--- src/pkg/htc_pkg.sv ---
// Constants and types shared by the timer/counter design files.
// Assumes a single bus clock; all offsets are Avalon-MM byte addresses.
`default_nettype none

package htc_pkg;

  localparam int CNT_W = 16;
  localparam int ADR_W = 6;
  localparam int DAT_W = 32;
  localparam int PSC_W = 10;
  localparam int SEL_W = 3;

  // Register byte offsets
  localparam logic [ADR_W-1:0] OFF_CTRL     = 6'h00;
  localparam logic [ADR_W-1:0] OFF_TOP      = 6'h04;
  localparam logic [ADR_W-1:0] OFF_CMP      = 6'h08;
  localparam logic [ADR_W-1:0] OFF_RELOAD   = 6'h0c;
  localparam logic [ADR_W-1:0] OFF_COUNT    = 6'h10;
  localparam logic [ADR_W-1:0] OFF_CAPTURE  = 6'h14;
  localparam logic [ADR_W-1:0] OFF_IRQ_STAT = 6'h18;
  localparam logic [ADR_W-1:0] OFF_IRQ_EN   = 6'h1c;
  localparam logic [ADR_W-1:0] OFF_IRQ_SET  = 6'h20;

  // Control register fields
  localparam int CTRL_W        = 12;
  localparam int CTRL_MODE_LSB = 0;
  localparam int CTRL_DOWN     = 2;
  localparam int CTRL_EXT_CLK  = 3;
  localparam int CTRL_PSC_LSB  = 4;
  localparam int CTRL_CAP_EN   = 7;
  localparam int CTRL_AUTO_RLD = 8;
  localparam int CTRL_RUN      = 9;
  localparam int CTRL_BUS_IRQ  = 10;
  localparam int CTRL_RST_EN   = 11;

  // Preloaded values: run enabled, reset pin enabled, stand-alone irq
  localparam logic [CTRL_W-1:0] CTRL_RST   = 12'ha00;
  localparam logic [CNT_W-1:0]  TOP_RST    = 16'hffff;
  localparam logic [CNT_W-1:0]  CMP_RST    = 16'h8000;
  localparam logic [CNT_W-1:0]  RELOAD_RST = 16'h0000;
  localparam logic [CNT_W-1:0]  CNT_MAX    = 16'hffff;

  // Interrupt cause bits
  localparam int IRQ_W   = 3;
  localparam int IRQ_OVF = 0;
  localparam int IRQ_CMP = 1;
  localparam int IRQ_CAP = 2;

  // Prescaler masks: divide by mask + 1
  localparam logic [PSC_W-1:0] PSC_MASK_1    = 10'h000;
  localparam logic [PSC_W-1:0] PSC_MASK_8    = 10'h007;
  localparam logic [PSC_W-1:0] PSC_MASK_64   = 10'h03f;
  localparam logic [PSC_W-1:0] PSC_MASK_256  = 10'h0ff;
  localparam logic [PSC_W-1:0] PSC_MASK_1024 = 10'h3ff;

  typedef enum logic [1:0] {
    HTC_WDT,
    HTC_CTC,
    HTC_FPWM,
    HTC_PFC
  } htc_mode_e;

endpackage

`default_nettype wire

--- src/rtl/htc_prescale.sv ---
// Programmable prescaler: passes one of every N input ticks.
// Assumes i_tick is a one-cycle pulse in the i_mclk domain.
`default_nettype none

module htc_prescale (
  input  wire logic                      i_mclk,
  input  wire logic                      i_arst_n,
  input  wire logic                      i_clear,
  input  wire logic                      i_tick,
  input  wire logic [htc_pkg::SEL_W-1:0] i_sel,
  output var  logic                      o_tick
);
  import htc_pkg::*;

  logic [PSC_W-1:0] cnt_r;
  logic [PSC_W-1:0] mask;

  always_comb begin
    case (i_sel)
      3'h1:    mask = PSC_MASK_8;
      3'h2:    mask = PSC_MASK_64;
      3'h3:    mask = PSC_MASK_256;
      3'h4:    mask = PSC_MASK_1024;
      default: mask = PSC_MASK_1;
    endcase
  end

  always_ff @(posedge i_mclk or negedge i_arst_n) begin
    if (!i_arst_n) begin
      cnt_r <= '0;
    end else if (i_clear) begin
      cnt_r <= '0;
    end else if (i_tick) begin
      cnt_r <= cnt_r + 10'h001;
    end
  end

  // Masked compare never sticks when the divisor changes
  always_ff @(posedge i_mclk or negedge i_arst_n) begin
    if (!i_arst_n) begin
      o_tick <= 1'b0;
    end else begin
      o_tick <= i_tick & ~i_clear & ((cnt_r & mask) == mask);
    end
  end

endmodule

`default_nettype wire

--- src/rtl/htc_sync.sv ---
// Two-stage synchroniser with a one-cycle rising edge pulse.
// Assumes the input is asynchronous to i_mclk.
`default_nettype none

module htc_sync (
  input  wire logic i_mclk,
  input  wire logic i_arst_n,
  input  wire logic i_d,
  output var  logic o_rise
);
  import htc_pkg::*;

  logic s1_r;
  logic s2_r;
  logic s3_r;

  always_ff @(posedge i_mclk or negedge i_arst_n) begin
    if (!i_arst_n) begin
      s1_r <= 1'b0;
      s2_r <= 1'b0;
      s3_r <= 1'b0;
    end else begin
      s1_r <= i_d;
      s2_r <= s1_r;
      s3_r <= s2_r;
    end
  end

  // One pulse per rising edge, seen after the second stage
  always_ff @(posedge i_mclk or negedge i_arst_n) begin
    if (!i_arst_n) begin
      o_rise <= 1'b0;
    end else begin
      o_rise <= s2_r & ~s3_r;
    end
  end

endmodule

`default_nettype wire

--- src/rtl/htc_top.sv ---
// 16-bit up/down timer/counter with compare, PWM and input capture.
// Assumes an Avalon-MM master on i_mclk; timer pins sampled on i_mclk.
//
// The implementer's own choices: the register offsets and the Avalon-MM interface to the registers.
`default_nettype none

module htc_top (
  input  wire logic                      i_mclk,
  input  wire logic                      i_arst_n,
  input  wire logic [htc_pkg::ADR_W-1:0] i_avs_address,
  input  wire logic                      i_avs_read,
  input  wire logic                      i_avs_write,
  input  wire logic [htc_pkg::DAT_W-1:0] i_avs_writedata,
  input  wire logic [3:0]                i_avs_byteenable,
  output var  logic [htc_pkg::DAT_W-1:0] o_avs_readdata,
  output var  logic                      o_avs_waitrequest,
  input  wire logic                      i_timer_clock_in,
  input  wire logic                      i_timer_reset_n,
  input  wire logic                      i_capture_trigger_in,
  output var  logic                      o_waveform_out,
  output var  logic                      o_timer_irq_out,
  output var  logic                      o_wake_irq_out
);
  import htc_pkg::*;

  logic [CTRL_W-1:0] ctrl_r;
  logic [CNT_W-1:0]  top_r;
  logic [CNT_W-1:0]  cmp_r;
  logic [CNT_W-1:0]  reload_r;
  logic [CNT_W-1:0]  count_value_r;
  logic [CNT_W-1:0]  capture_value_reg_r;
  logic [IRQ_W-1:0]  irq_stat_r;
  logic [IRQ_W-1:0]  irq_en_r;
  logic [CNT_W-1:0]  top_act_r;
  logic [CNT_W-1:0]  cmp_act_r;
  logic              dir_down_r;

  logic [CNT_W-1:0]  cnt_nxt;
  logic              dir_nxt;
  logic              wave_nxt;
  logic              ovf_ev;
  logic              cmp_ev;
  logic              cap_ev;
  logic              buf_load;
  logic [CNT_W-1:0]  cmp_use;
  logic [IRQ_W-1:0]  ev_vec;
  logic [DAT_W-1:0]  rd_nxt;
  logic [DAT_W-1:0]  wmask;
  logic [DAT_W-1:0]  wdat;
  logic              wr_go;
  logic              clk_rise;
  logic              cap_rise;
  logic              src_tick;
  logic              tick;
  logic              tmr_rst;
  logic              bus_mode;
  logic              pwm_mode;
  htc_mode_e         mode;

  assign mode     = htc_mode_e'(ctrl_r[CTRL_MODE_LSB +: 2]);
  assign pwm_mode = (mode == HTC_FPWM) || (mode == HTC_PFC);
  assign bus_mode = ctrl_r[CTRL_BUS_IRQ];
  assign tmr_rst  = ctrl_r[CTRL_RST_EN] & ~i_timer_reset_n;

  // Timer clock pin edges drive the counter
  htc_sync u_clk_sync (
    .i_mclk   (i_mclk),
    .i_arst_n (i_arst_n),
    .i_d      (i_timer_clock_in),
    .o_rise   (clk_rise)
  );

  htc_sync u_cap_sync (
    .i_mclk   (i_mclk),
    .i_arst_n (i_arst_n),
    .i_d      (i_capture_trigger_in),
    .o_rise   (cap_rise)
  );

  // Source select then prescaler
  assign src_tick = ctrl_r[CTRL_EXT_CLK] ? clk_rise : 1'b1;

  htc_prescale u_psc (
    .i_mclk   (i_mclk),
    .i_arst_n (i_arst_n),
    .i_clear  (~ctrl_r[CTRL_RUN] | tmr_rst),
    .i_tick   (src_tick),
    .i_sel    (ctrl_r[CTRL_PSC_LSB +: SEL_W]),
    .o_tick   (tick)
  );

  // Bus write strobe with byte lanes
  assign wr_go = i_avs_write & ~o_avs_waitrequest;
  for (genvar b = 0; b < 4; b++) begin : g_lane
    assign wmask[b*8 +: 8] = {8{i_avs_byteenable[b]}};
  end
  assign wdat = i_avs_writedata & wmask;

  function automatic logic [CNT_W-1:0] merge16(input logic [CNT_W-1:0] old,
                                               input logic [DAT_W-1:0] d,
                                               input logic [DAT_W-1:0] m);
    merge16 = (old & ~m[CNT_W-1:0]) | d[CNT_W-1:0];
  endfunction

  // Counter next state per mode
  always_comb begin
    cnt_nxt  = count_value_r;
    // Direction held between prescaled ticks in PFC mode, cleared in the other modes
    dir_nxt  = (mode == HTC_PFC) ? dir_down_r : 1'b0;
    ovf_ev   = 1'b0;
    cmp_ev   = 1'b0;
    buf_load = 1'b0;
    if (tick) begin
      cmp_ev = (count_value_r == cmp_act_r);
      case (mode)
        HTC_WDT, HTC_CTC: begin
          if (ctrl_r[CTRL_DOWN]) begin
            if (count_value_r == '0) begin
              ovf_ev  = 1'b1;
              cnt_nxt = ctrl_r[CTRL_AUTO_RLD] ? reload_r : CNT_MAX;
            end else begin
              cnt_nxt = count_value_r - 16'h0001;
            end
          end else if (mode == HTC_CTC && cmp_ev) begin
            cnt_nxt = ctrl_r[CTRL_AUTO_RLD] ? reload_r : '0;
          end else if (count_value_r == CNT_MAX) begin
            ovf_ev  = 1'b1;
            cnt_nxt = ctrl_r[CTRL_AUTO_RLD] ? reload_r : '0;
          end else begin
            cnt_nxt = count_value_r + 16'h0001;
          end
        end
        HTC_FPWM: begin
          if (count_value_r >= top_act_r) begin
            ovf_ev   = 1'b1;
            buf_load = 1'b1;
            cnt_nxt  = '0;
          end else begin
            cnt_nxt = count_value_r + 16'h0001;
          end
        end
        HTC_PFC: begin
          dir_nxt = dir_down_r;
          if (!dir_down_r) begin
            if (count_value_r >= top_act_r) begin
              dir_nxt = 1'b1;
              cnt_nxt = (count_value_r == '0) ? '0
                                              : count_value_r - 16'h0001;
            end else begin
              cnt_nxt = count_value_r + 16'h0001;
            end
          end else if (count_value_r == '0) begin
            dir_nxt  = 1'b0;
            ovf_ev   = 1'b1;
            buf_load = 1'b1;
            cnt_nxt  = (top_act_r == '0) ? '0 : 16'h0001;
          end else begin
            cnt_nxt = count_value_r - 16'h0001;
          end
        end
        default: cnt_nxt = count_value_r;
      endcase
    end
  end

  // Waveform only moves on a tick, from buffered compare
  assign cmp_use = buf_load ? cmp_r : cmp_act_r;
  always_comb begin
    wave_nxt = o_waveform_out;
    if (tick) begin
      if (pwm_mode) begin
        wave_nxt = (cnt_nxt < cmp_use);
      end else if (cmp_ev) begin
        wave_nxt = ~o_waveform_out;
      end
    end
  end

  // Capture only in non-PWM bus mode
  assign cap_ev = cap_rise & ctrl_r[CTRL_CAP_EN] & bus_mode & ~pwm_mode;
  assign ev_vec = {cap_ev, cmp_ev, ovf_ev};

  // Configuration registers, reset to preloaded values
  always_ff @(posedge i_mclk or negedge i_arst_n) begin
    if (!i_arst_n) begin
      ctrl_r   <= CTRL_RST;
      top_r    <= TOP_RST;
      cmp_r    <= CMP_RST;
      reload_r <= RELOAD_RST;
      irq_en_r <= '0;
    end else if (wr_go) begin
      case (i_avs_address)
        OFF_CTRL:   ctrl_r   <= (ctrl_r & ~wmask[CTRL_W-1:0])
                                | wdat[CTRL_W-1:0];
        OFF_TOP:    top_r    <= merge16(top_r, wdat, wmask);
        OFF_CMP:    cmp_r    <= merge16(cmp_r, wdat, wmask);
        OFF_RELOAD: reload_r <= merge16(reload_r, wdat, wmask);
        OFF_IRQ_EN: irq_en_r <= (irq_en_r & ~wmask[IRQ_W-1:0])
                                | wdat[IRQ_W-1:0];
        default:    ctrl_r   <= ctrl_r;
      endcase
    end
  end

  // Counter, direction and shadow buffers
  always_ff @(posedge i_mclk or negedge i_arst_n) begin
    if (!i_arst_n) begin
      count_value_r <= '0;
      dir_down_r    <= 1'b0;
      top_act_r     <= TOP_RST;
      cmp_act_r     <= CMP_RST;
    end else if (tmr_rst) begin
      count_value_r <= '0;
      dir_down_r    <= 1'b0;
      top_act_r     <= top_r;
      cmp_act_r     <= cmp_r;
    end else begin
      if (wr_go && i_avs_address == OFF_COUNT) begin
        count_value_r <= merge16(count_value_r, wdat, wmask);
      end else if (ctrl_r[CTRL_RUN]) begin
        count_value_r <= cnt_nxt;
      end
      dir_down_r <= dir_nxt;
      if (!pwm_mode || buf_load) begin
        top_act_r <= top_r;
        cmp_act_r <= cmp_r;
      end
    end
  end

  always_ff @(posedge i_mclk or negedge i_arst_n) begin
    if (!i_arst_n) begin
      o_waveform_out <= 1'b0;
    end else if (tmr_rst) begin
      o_waveform_out <= 1'b0;
    end else if (ctrl_r[CTRL_RUN]) begin
      o_waveform_out <= wave_nxt;
    end
  end

  // Time stamp on capture
  always_ff @(posedge i_mclk or negedge i_arst_n) begin
    if (!i_arst_n) begin
      capture_value_reg_r <= '0;
    end else if (tmr_rst) begin
      capture_value_reg_r <= '0;
    end else if (cap_ev) begin
      capture_value_reg_r <= count_value_r;
    end
  end

  // Sticky causes: hardware set wins over write-1-clear
  always_ff @(posedge i_mclk or negedge i_arst_n) begin
    if (!i_arst_n) begin
      irq_stat_r <= '0;
    end else if (tmr_rst) begin
      irq_stat_r <= '0;
    end else begin
      irq_stat_r <= (irq_stat_r
                     & ~((wr_go && i_avs_address == OFF_IRQ_STAT)
                         ? wdat[IRQ_W-1:0] : 3'h0))
                    | ((wr_go && i_avs_address == OFF_IRQ_SET)
                       ? wdat[IRQ_W-1:0] : 3'h0)
                    | (ctrl_r[CTRL_RUN] ? ev_vec : 3'h0);
    end
  end

  // Static and wake-up interrupt pins
  always_ff @(posedge i_mclk or negedge i_arst_n) begin
    if (!i_arst_n) begin
      o_timer_irq_out <= 1'b0;
      o_wake_irq_out  <= 1'b0;
    end else if (bus_mode) begin
      o_timer_irq_out <= |(irq_stat_r & irq_en_r);
      o_wake_irq_out  <= ctrl_r[CTRL_RUN] & |(ev_vec & irq_en_r);
    end else begin
      o_timer_irq_out <= irq_stat_r[IRQ_OVF];
      o_wake_irq_out  <= ctrl_r[CTRL_RUN] & ovf_ev;
    end
  end

  // Read mux; unmapped offsets read zero
  always_comb begin
    rd_nxt = '0;
    case (i_avs_address)
      OFF_CTRL:     rd_nxt[CTRL_W-1:0] = ctrl_r;
      OFF_TOP:      rd_nxt[CNT_W-1:0]  = top_r;
      OFF_CMP:      rd_nxt[CNT_W-1:0]  = cmp_r;
      OFF_RELOAD:   rd_nxt[CNT_W-1:0]  = reload_r;
      OFF_COUNT:    rd_nxt[CNT_W-1:0]  = count_value_r;
      OFF_CAPTURE:  rd_nxt[CNT_W-1:0]  = capture_value_reg_r;
      OFF_IRQ_STAT: rd_nxt[IRQ_W-1:0]  = irq_stat_r;
      OFF_IRQ_EN:   rd_nxt[IRQ_W-1:0]  = irq_en_r;
      default:      rd_nxt             = '0;
    endcase
  end

  // One wait cycle per access, data captured while waiting
  always_ff @(posedge i_mclk or negedge i_arst_n) begin
    if (!i_arst_n) begin
      o_avs_waitrequest <= 1'b1;
      o_avs_readdata    <= '0;
    end else begin
      o_avs_waitrequest <= ~((i_avs_read | i_avs_write)
                             & o_avs_waitrequest);
      if (i_avs_read && o_avs_waitrequest) begin
        o_avs_readdata <= rd_nxt;
      end
    end
  end

endmodule

`default_nettype wire

--- config.mk ---
export PLATFORM = sky130hd
export DESIGN_NAME = htc_top
export DESIGN_NICKNAME = d
export VERILOG_FILES = /design/src/pkg/htc_pkg.sv /design/src/rtl/htc_prescale.sv /design/src/rtl/htc_sync.sv /design/src/rtl/htc_top.sv
export SDC_FILE = /design/constraint.sdc
export NUM_CORES = 1
export LEC_CHECK = 0
export ABC_AREA = 1
export BUFFER_PORTS_ARGS = -buffer_cell sky130_fd_sc_hd__buf_2
export CAP_MARGIN = 25
export CORE_MARGIN = 2
export CORE_UTILIZATION = 55
export CTS_BUF_LIST = sky130_fd_sc_hd__clkbuf_16
export DETAILED_ROUTE_END_ITERATION = 10
export GPL_TIMING_DRIVEN = 0
export PLACE_DENSITY = 0.74
export SLEW_MARGIN = 10
export SYNTH_ARGS = -nofsm -noshare
export SYNTH_HDL_FRONTEND = slang
export SYNTH_HIERARCHICAL = 1
export SYNTH_SLANG_ARGS = --single-unit
--- constraint.sdc ---
create_clock -name i_mclk -period 7.5 [get_ports i_mclk]
set_clock_uncertainty 0.05 [all_clocks]
set_input_delay 0.75 -clock i_mclk [delete_from_list [all_inputs] [get_ports i_mclk]]
set_output_delay 0.75 -clock i_mclk [all_outputs]
set_load 0.02 [all_outputs]
==> Yosys cells after proc, flatten, opt, wreduce, memory -nomap -nowiden <==
Index checks and enable logic that the tools add are counted.
{ "word_totals": {"out_inout_bits": 36, "regBits": 170, "inputBits": 49} }
{ "classes": {"eq_ne": 18, "add_sub_neg": 3, "n_reduce_logical": 28, "mux": 59, "bitwise_logic": 46, "magnitude_cmp": 2} }
{ "ops": {"columns": ["op", "n"], "rows": [
  ["$mux 16", 22],
  ["$and 16x16->16", 5],
  ["$or 16x16->16", 4],
  ["$pmux 9 s6", 1],
  ["$pmux 16 s3", 1],
  ["$pmux 10 s4", 1],
  ["$logic_not 16->1", 2],
  ["$eq 6x5->1 const B", 4],
  ["$mux 1", 24],
  ["$pmux 3 s8", 1],
  ["$mux 10", 2],
  ["$pmux 4 s5", 1],
  ["$add 16x1->16 const B", 1],
  ["$eq 16x16->1", 1],
  ["$eq 16x16->1 const B", 1],
  ["$ge 16x16->1", 1],
  ["$lt 16x16->1", 1],
  ["$not 16->16", 1],
  ["$sub 16x1->16 const B", 1],
  ["$and 1x1->1", 12],
  ["$and 12x12->12", 1],
  ["$and 3x3->3", 4],
  ["$eq 6x4->1 const B", 2],
  ["$mux 3", 4],
  ["29 further kinds", 58]
]} }

==> Logic depth before layout (Yosys ltp) <==
{ "depth": {"word_depth": 11, "ltp_mapped": 30, "mapped_depth_nobuf": 30} }

==> Cells and area by module <==
Netlist, hierarchy kept.
{ "by_module_without_submodules": {"columns": ["module", "seq_area_each_um2", "n_inst", "area_per_inst_um2", "cells_per_inst"], "rows": [
  ["htc_top", 3824.9, 1, 9826.9, 1336],
  ["htc_prescale", 275.3, 1, 656.9, 87],
  ["htc_sync", 100.1, 2, 110.1, 6]
]} }

==> Least setup slack after synthesis <==
No wires, ideal clock.
{ "synth_timing": {"path_type": "flip-flop to flip-flop", "from": "register top_act_r[7]", "to": "register o_waveform_out", "path_slack_ns": 4.364, "setup_ns": 0.066, "t_required_ns": 7.384, "n_path_buf": 0, "path_stages_with_launch": 27, "t_arrival_ns": 3.020, "path_cell_list": "dfstp_2 > inv_1 > ha_1 > nand2_1 > inv_1 > nand2_1 > nand2_1 > nor2_1 > nand3_1 > nand2_1 > nand2_1 > nor2_1 > inv_2 > nand2_1 > inv_1 > o21ai_0 > nand3_1 > o22ai_2 > ha_1 > a21oi_1 > nor2_1 > a211oi_1 > o221a_2 > nand2_1 > nand2_1 > nand2_1 > nand2_1"} }
{ "synth_via": {"elab_chain_len": 11, "elab_cells_between_ends": 18, "classes_between": "order compare (2); mux (15); reduce/logical (1)"} }
{ "synth_rtl": {"columns": ["item", "line", "text"], "rows": [
  ["start, declared", "htc_top.sv:34", "logic [CNT_W-1:0] top_act_r;"],
  ["start signal, assigned", "htc_top.sv:215", "top_act_r <= top_r;"],
  ["start signal, assigned", "htc_top.sv:225", "top_act_r <= top_r;"],
  ["parallel branches: the longest is 6 deep, another holds $ge 16x16->1", null, null],
  ["$lt 16x16->1 *", "htc_top.sv:172", "wave_nxt = (cnt_nxt < cmp_use);"],
  ["$mux 1 *", "htc_top.sv:171", "if (pwm_mode) begin"],
  ["$mux 1 *", "htc_top.sv:170", "if (tick) begin"],
  ["$mux 1 *", "htc_top.sv:236", "end else if (ctrl_r[CTRL_RUN]) begin"],
  ["$mux 1 *", "htc_top.sv:234", "end else if (tmr_rst) begin"],
  ["end signal, assigned", "htc_top.sv:237", "o_waveform_out <= wave_nxt;"],
  ["end, declared", "htc_top.sv:20", "output var logic o_waveform_out,"]
]} }
Every way passes the cells marked *. The select of a mux whose other input is x is not followed.
A chain may end at the register's enable or synchronous reset.

==> Worst setup path after layout <==
{ "layout_timing": {"from": "register count_value_r[12]", "to": "register o_waveform_out"} }
{ "layout_via": {"elab_chain_len": 11, "elab_cells_between_ends": 32, "classes_between": "add/sub (2); order compare (2); eq/ne (2); mux (22); reduce/logical (4)"} }
{ "layout_rtl": {"columns": ["item", "line", "text"], "rows": [
  ["start, declared", "htc_top.sv:30", "logic [CNT_W-1:0] count_value_r;"],
  ["start signal, assigned", "htc_top.sv:219", "count_value_r <= merge16(count_value_r, wdat, wmask);"],
  ["start signal, assigned", "htc_top.sv:221", "count_value_r <= cnt_nxt;"],
  ["$sub 16x1->16 (tied with other cells)", "htc_top.sv:122, htc_top.sv:148, htc_top.sv:158", null],
  ["$mux 16 (tied with other cells)", "htc_top.sv:147", "cnt_nxt = (count_value_r == '0) ? '0"],
  ["$mux 16 (tied with other cells)", "htc_top.sv:145", "if (count_value_r >= top_act_r) begin"],
  ["$mux 16 (tied with other cells)", "htc_top.sv:144", "if (!dir_down_r) begin"],
  ["$pmux 16 s3 or $mux 1 (tied branches)", "htc_top.sv:115, htc_top.sv:113", null],
  ["$mux 16, on equally long branches", "htc_top.sv:113, htc_top.sv:167", null],
  ["$lt 16x16->1", "htc_top.sv:172", null],
  ["$mux 1", "htc_top.sv:171", null],
  ["$mux 1", "htc_top.sv:170", null],
  ["$mux 1", "htc_top.sv:236", null],
  ["$mux 1", "htc_top.sv:234", null]
]} }
Parallel ways exist; a longest one is shown, timed or not. The select of a mux whose other input is x is not followed.

==> flow_summary_export.csv <==
group,metric,value,unit
synthesis,postSynthRegisterBits,170,
synthesis,avgSynthCellArea,7.46,µm²
layout,drive_gt1_frac,0.147,
cts,clkSlewWorstSetupHoldPaths,80,ps
synthesis,async_flop_share,1.00,
power_and_ir_drop,internal-power,1.93,mW
synthesis,synth_cells,1435,
sta,setup_viol,0,
detailed_routing,drc,0,
power_and_ir_drop,irDropWorstVdd,0.195,mV
min_path,worstHoldPathType,"in2async",
detailed_routing,vias_per_cell,6.18,
floorplan,die-height,144,µm
run_status,outcome,"finished clean",
cts,cts_buffer_depth,2,
setup_path,cpMostUsedCell,"nand2_1",
detailed_routing,drt_iter0_markers,1516,
setup_path,crit_chain,"ha_1 > nand2_1 > nor2_1 > nand2_1 > o21bai_1 > inv_1 > nand2_1 > nand2_1 > nand2_1 > nand2_1 > nand2_1 > clkbuf_1 > nand2_1 > o21ai_0 > ha_1 > a21oi_1 > nor2_1 > a211oi_1 > o221a_2 > nand2_1 > nand2_1 > nand2_1 > nand2_1",
setup_path,arrival,4690,ps
cts,worstSkewPairLatency,440,ps
floorplan,dieArea,20600,µm²
detailed_routing,drt_wl_total,41.0,mm
layout,diodes,0,
floorplan,initial_core_util,0.555,
sta,hold_slack,207,ps
cts,cts_tree,"done",
power_and_ir_drop,power_density,302,nW/µm²
place,dp_slack,3340,ps
cts,cts-root-buf,"clkbuf_16",
setup_path,crit_type,"reg2reg",
setup_path,rr_endpoint,"o_waveform_out",
setup_path,r2r_cells,23,
cts,clkSinkCount,170,
synthesis,netlist_area,10700,µm²
layout,nets,1604,
setup_path,reg2reg_slack,3130,ps
run,cap_violations,0,
place,port_buffers,50,
place,place_congestion,0.998,
floorplan,die_w,144,µm
power_and_ir_drop,comb_power_share,0.438,
global_route,grt_pass1_vias,10200,
setup_path,r2r-start,"count_value_r[12]",
sta,worst_pin_slew,722,ps
floorplan,num_io_pins,85,
floorplan,core_area,19300,µm²
place,hpwl,31.1,mm
power_and_ir_drop,switching_share,0.464,
synthesis,synth-edff-count,0,
sta,setup_tns,0,ps
global_route,antenna_found_initial,0,
power_and_ir_drop,sequentialPowerShare,0.321,
setup_path,critPathMaxFanout,10,
cts,htreeDepth,4,
detailed_routing,dr_total_vias,11100,
power_and_ir_drop,power.switching,1.67,mW
sta,period_minus_slack,4370,ps
setup_path,cp_top_family,"simple AND/OR/NAND/NOR gates",
floorplan,num_rows,51,
global_route,grt_overflow_total,0,
sta,drv_slew,0,
synthesis,synth-main-ff-cell,"dfrtp_1",
synthesis,yosysSeqAreaShare,0.402,
synthesis,yosys_warnings,6,
sta,setup_ws,3130,ps
power_and_ir_drop,clockPowerShare,0.240,
detailed_routing,firstDrtPassIters,8,
power_and_ir_drop,leakagePower,5.50,nW
cts,post_cts_buffers,0,
setup_path,crit_path_end_kind,"flip-flop",
detailed_routing,wire_per_inst,22.8,µm
global_route,grt_pass1_wl,61.5,mm
setup_path,crit_buf_inv,2,
cts,cts_buffers,17,
sta,rsz0062_at_grt,"no",
setup_path,worstSetupStartpointType,"flip-flop",
sta,finalCritPeriodShare,0.583,
setup_path,slowest_stage,"dfrtp_1",
cts,cts.repair.resized,0,
sta,fmax,0.229,GHz
setup_path,critical_path_required,7820,ps
synthesis,synthDistinctLibCells,58,
layout,area_delta_synth_final,11.6,%
detailed_routing,ant_nets,0,
setup_path,cpPeakStageDelay,630,ps
global_route,grt.total_usage,0.407,
global_route,grt_max_degree,95,
sta,finalHoldViolCount,0,
sta,maxSlewHeadroom,0.517,
cts,hold_buffers,0,
## layout make-up
type,count,area (µm²)
fill,1835,7320
inverter,165,626
sequential,170,4300
clock buffer,17,425
tap,265,332
clock inverter,15,141
buffer,66,368
multi-input combinational,1049,5470
timing repair buffer,51,288
## cell usage after synthesis, types with 18 or more instances
library cell / n / area, µm²
a21oi_1: 65 / 325
nand2_1: 339 / 1270
o21ai_0: 184 / 921
nor2_1: 117 / 439
o21ai_1: 20 / 100
a31oi_1: 19 / 119
inv_1: 141 / 529
dfstp_2: 37 / 972
nand3_1: 59 / 295
dfrtp_1: 133 / 3330
o22ai_1: 30 / 188
ha_1: 35 / 438
inv_2: 18 / 67.6
buf_4: 22 / 165
o211ai_1: 19 / 143
clkbuf_1: 29 / 109
## cell families (layout without fill, tap and decap cells)
family	count (synthesis)	after routing	synth area share
AND/OR/NAND/NOR	587	587	0.237
other	1	16	0.000350
AO/OA/AOI/OAI	395	395	0.214
XOR/XNOR	16	16	0.0131
flip-flops	170	170	0.402
buffers and inverters	231	314	0.0928
adder cells (fa/ha/maj)	35	35	0.0409
## how the worst max path moves through the flow
stage          slack (ps)               from  depth (start not counted)             end
5_1_grt              2950      top_act_r[15]                         25  o_waveform_out
6_report             3130  count_value_r[12]                         23  o_waveform_out
2_1_floorplan        4360       top_act_r[7]                         26  o_waveform_out
3_5_place_dp         3340  count_value_r[15]                         28  o_waveform_out
3_3_place_gp         2980           i_arst_n                          1    cmp_act_r[3]
4_1_cts              3330      top_act_r[15]                         25  o_waveform_out
## cells in the final DEF (no fill, tap or decap), types with 16 or more instances in the layout
master     count
a31oi_1       19
clkbuf_16     17
o22ai_1       30
o21ai_0      184
nor2_1       117
buf_4         22
inv_1        142
buf_2         60
conb_1        16
ha_1          35
a21oi_1       65
o21ai_1       20
dfstp_2       37
nand3_1       59
nand2_1      339
inv_2         18
dfrtp_1      133
o211ai_1      19
clkbuf_1      29
## stage by stage
step,std cells,instance area [µm²],utilization,power [mW]
2_1_floorplan,1450,10800,-,2.15
3_3_place_gp,1765,11300,0.589,2.66
3_5_place_dp,1766,11400,0.591,2.68
5_1_grt,1798,11900,0.620,3.78
6_report,1798,11900,0.620,3.60
4_1_cts,1798,11900,0.620,3.54
## power groups by stage
stage / Sequential, mW / Clock [mW] / Combinational (mW)
after global placement: 1.16 / 0 / 1.50
after global routing: 1.16 / 0.906 / 1.71
after CTS: 1.15 / 0.867 / 1.52
after detailed placement: 1.17 / 0 / 1.51
final: 1.16 / 0.866 / 1.58
after floorplan: 1.13 / 0 / 1.02
## layer usage
layer / wire length, µm / vias to the layer above / share of wire / GRT usage
met1: 16400 / 5236 / 0.40 / 0.560
met3: 4930 / 132 / 0.12 / 0.0996
met4: 1930 / 0 / 0.047 / 0.173
met2: 17700 / 765 / 0.43 / 0.615
li1: - / 4972 / - / -
met5: 0 / - / 0 / 0
No activity file was read; power rests on OpenSTA's default activity.
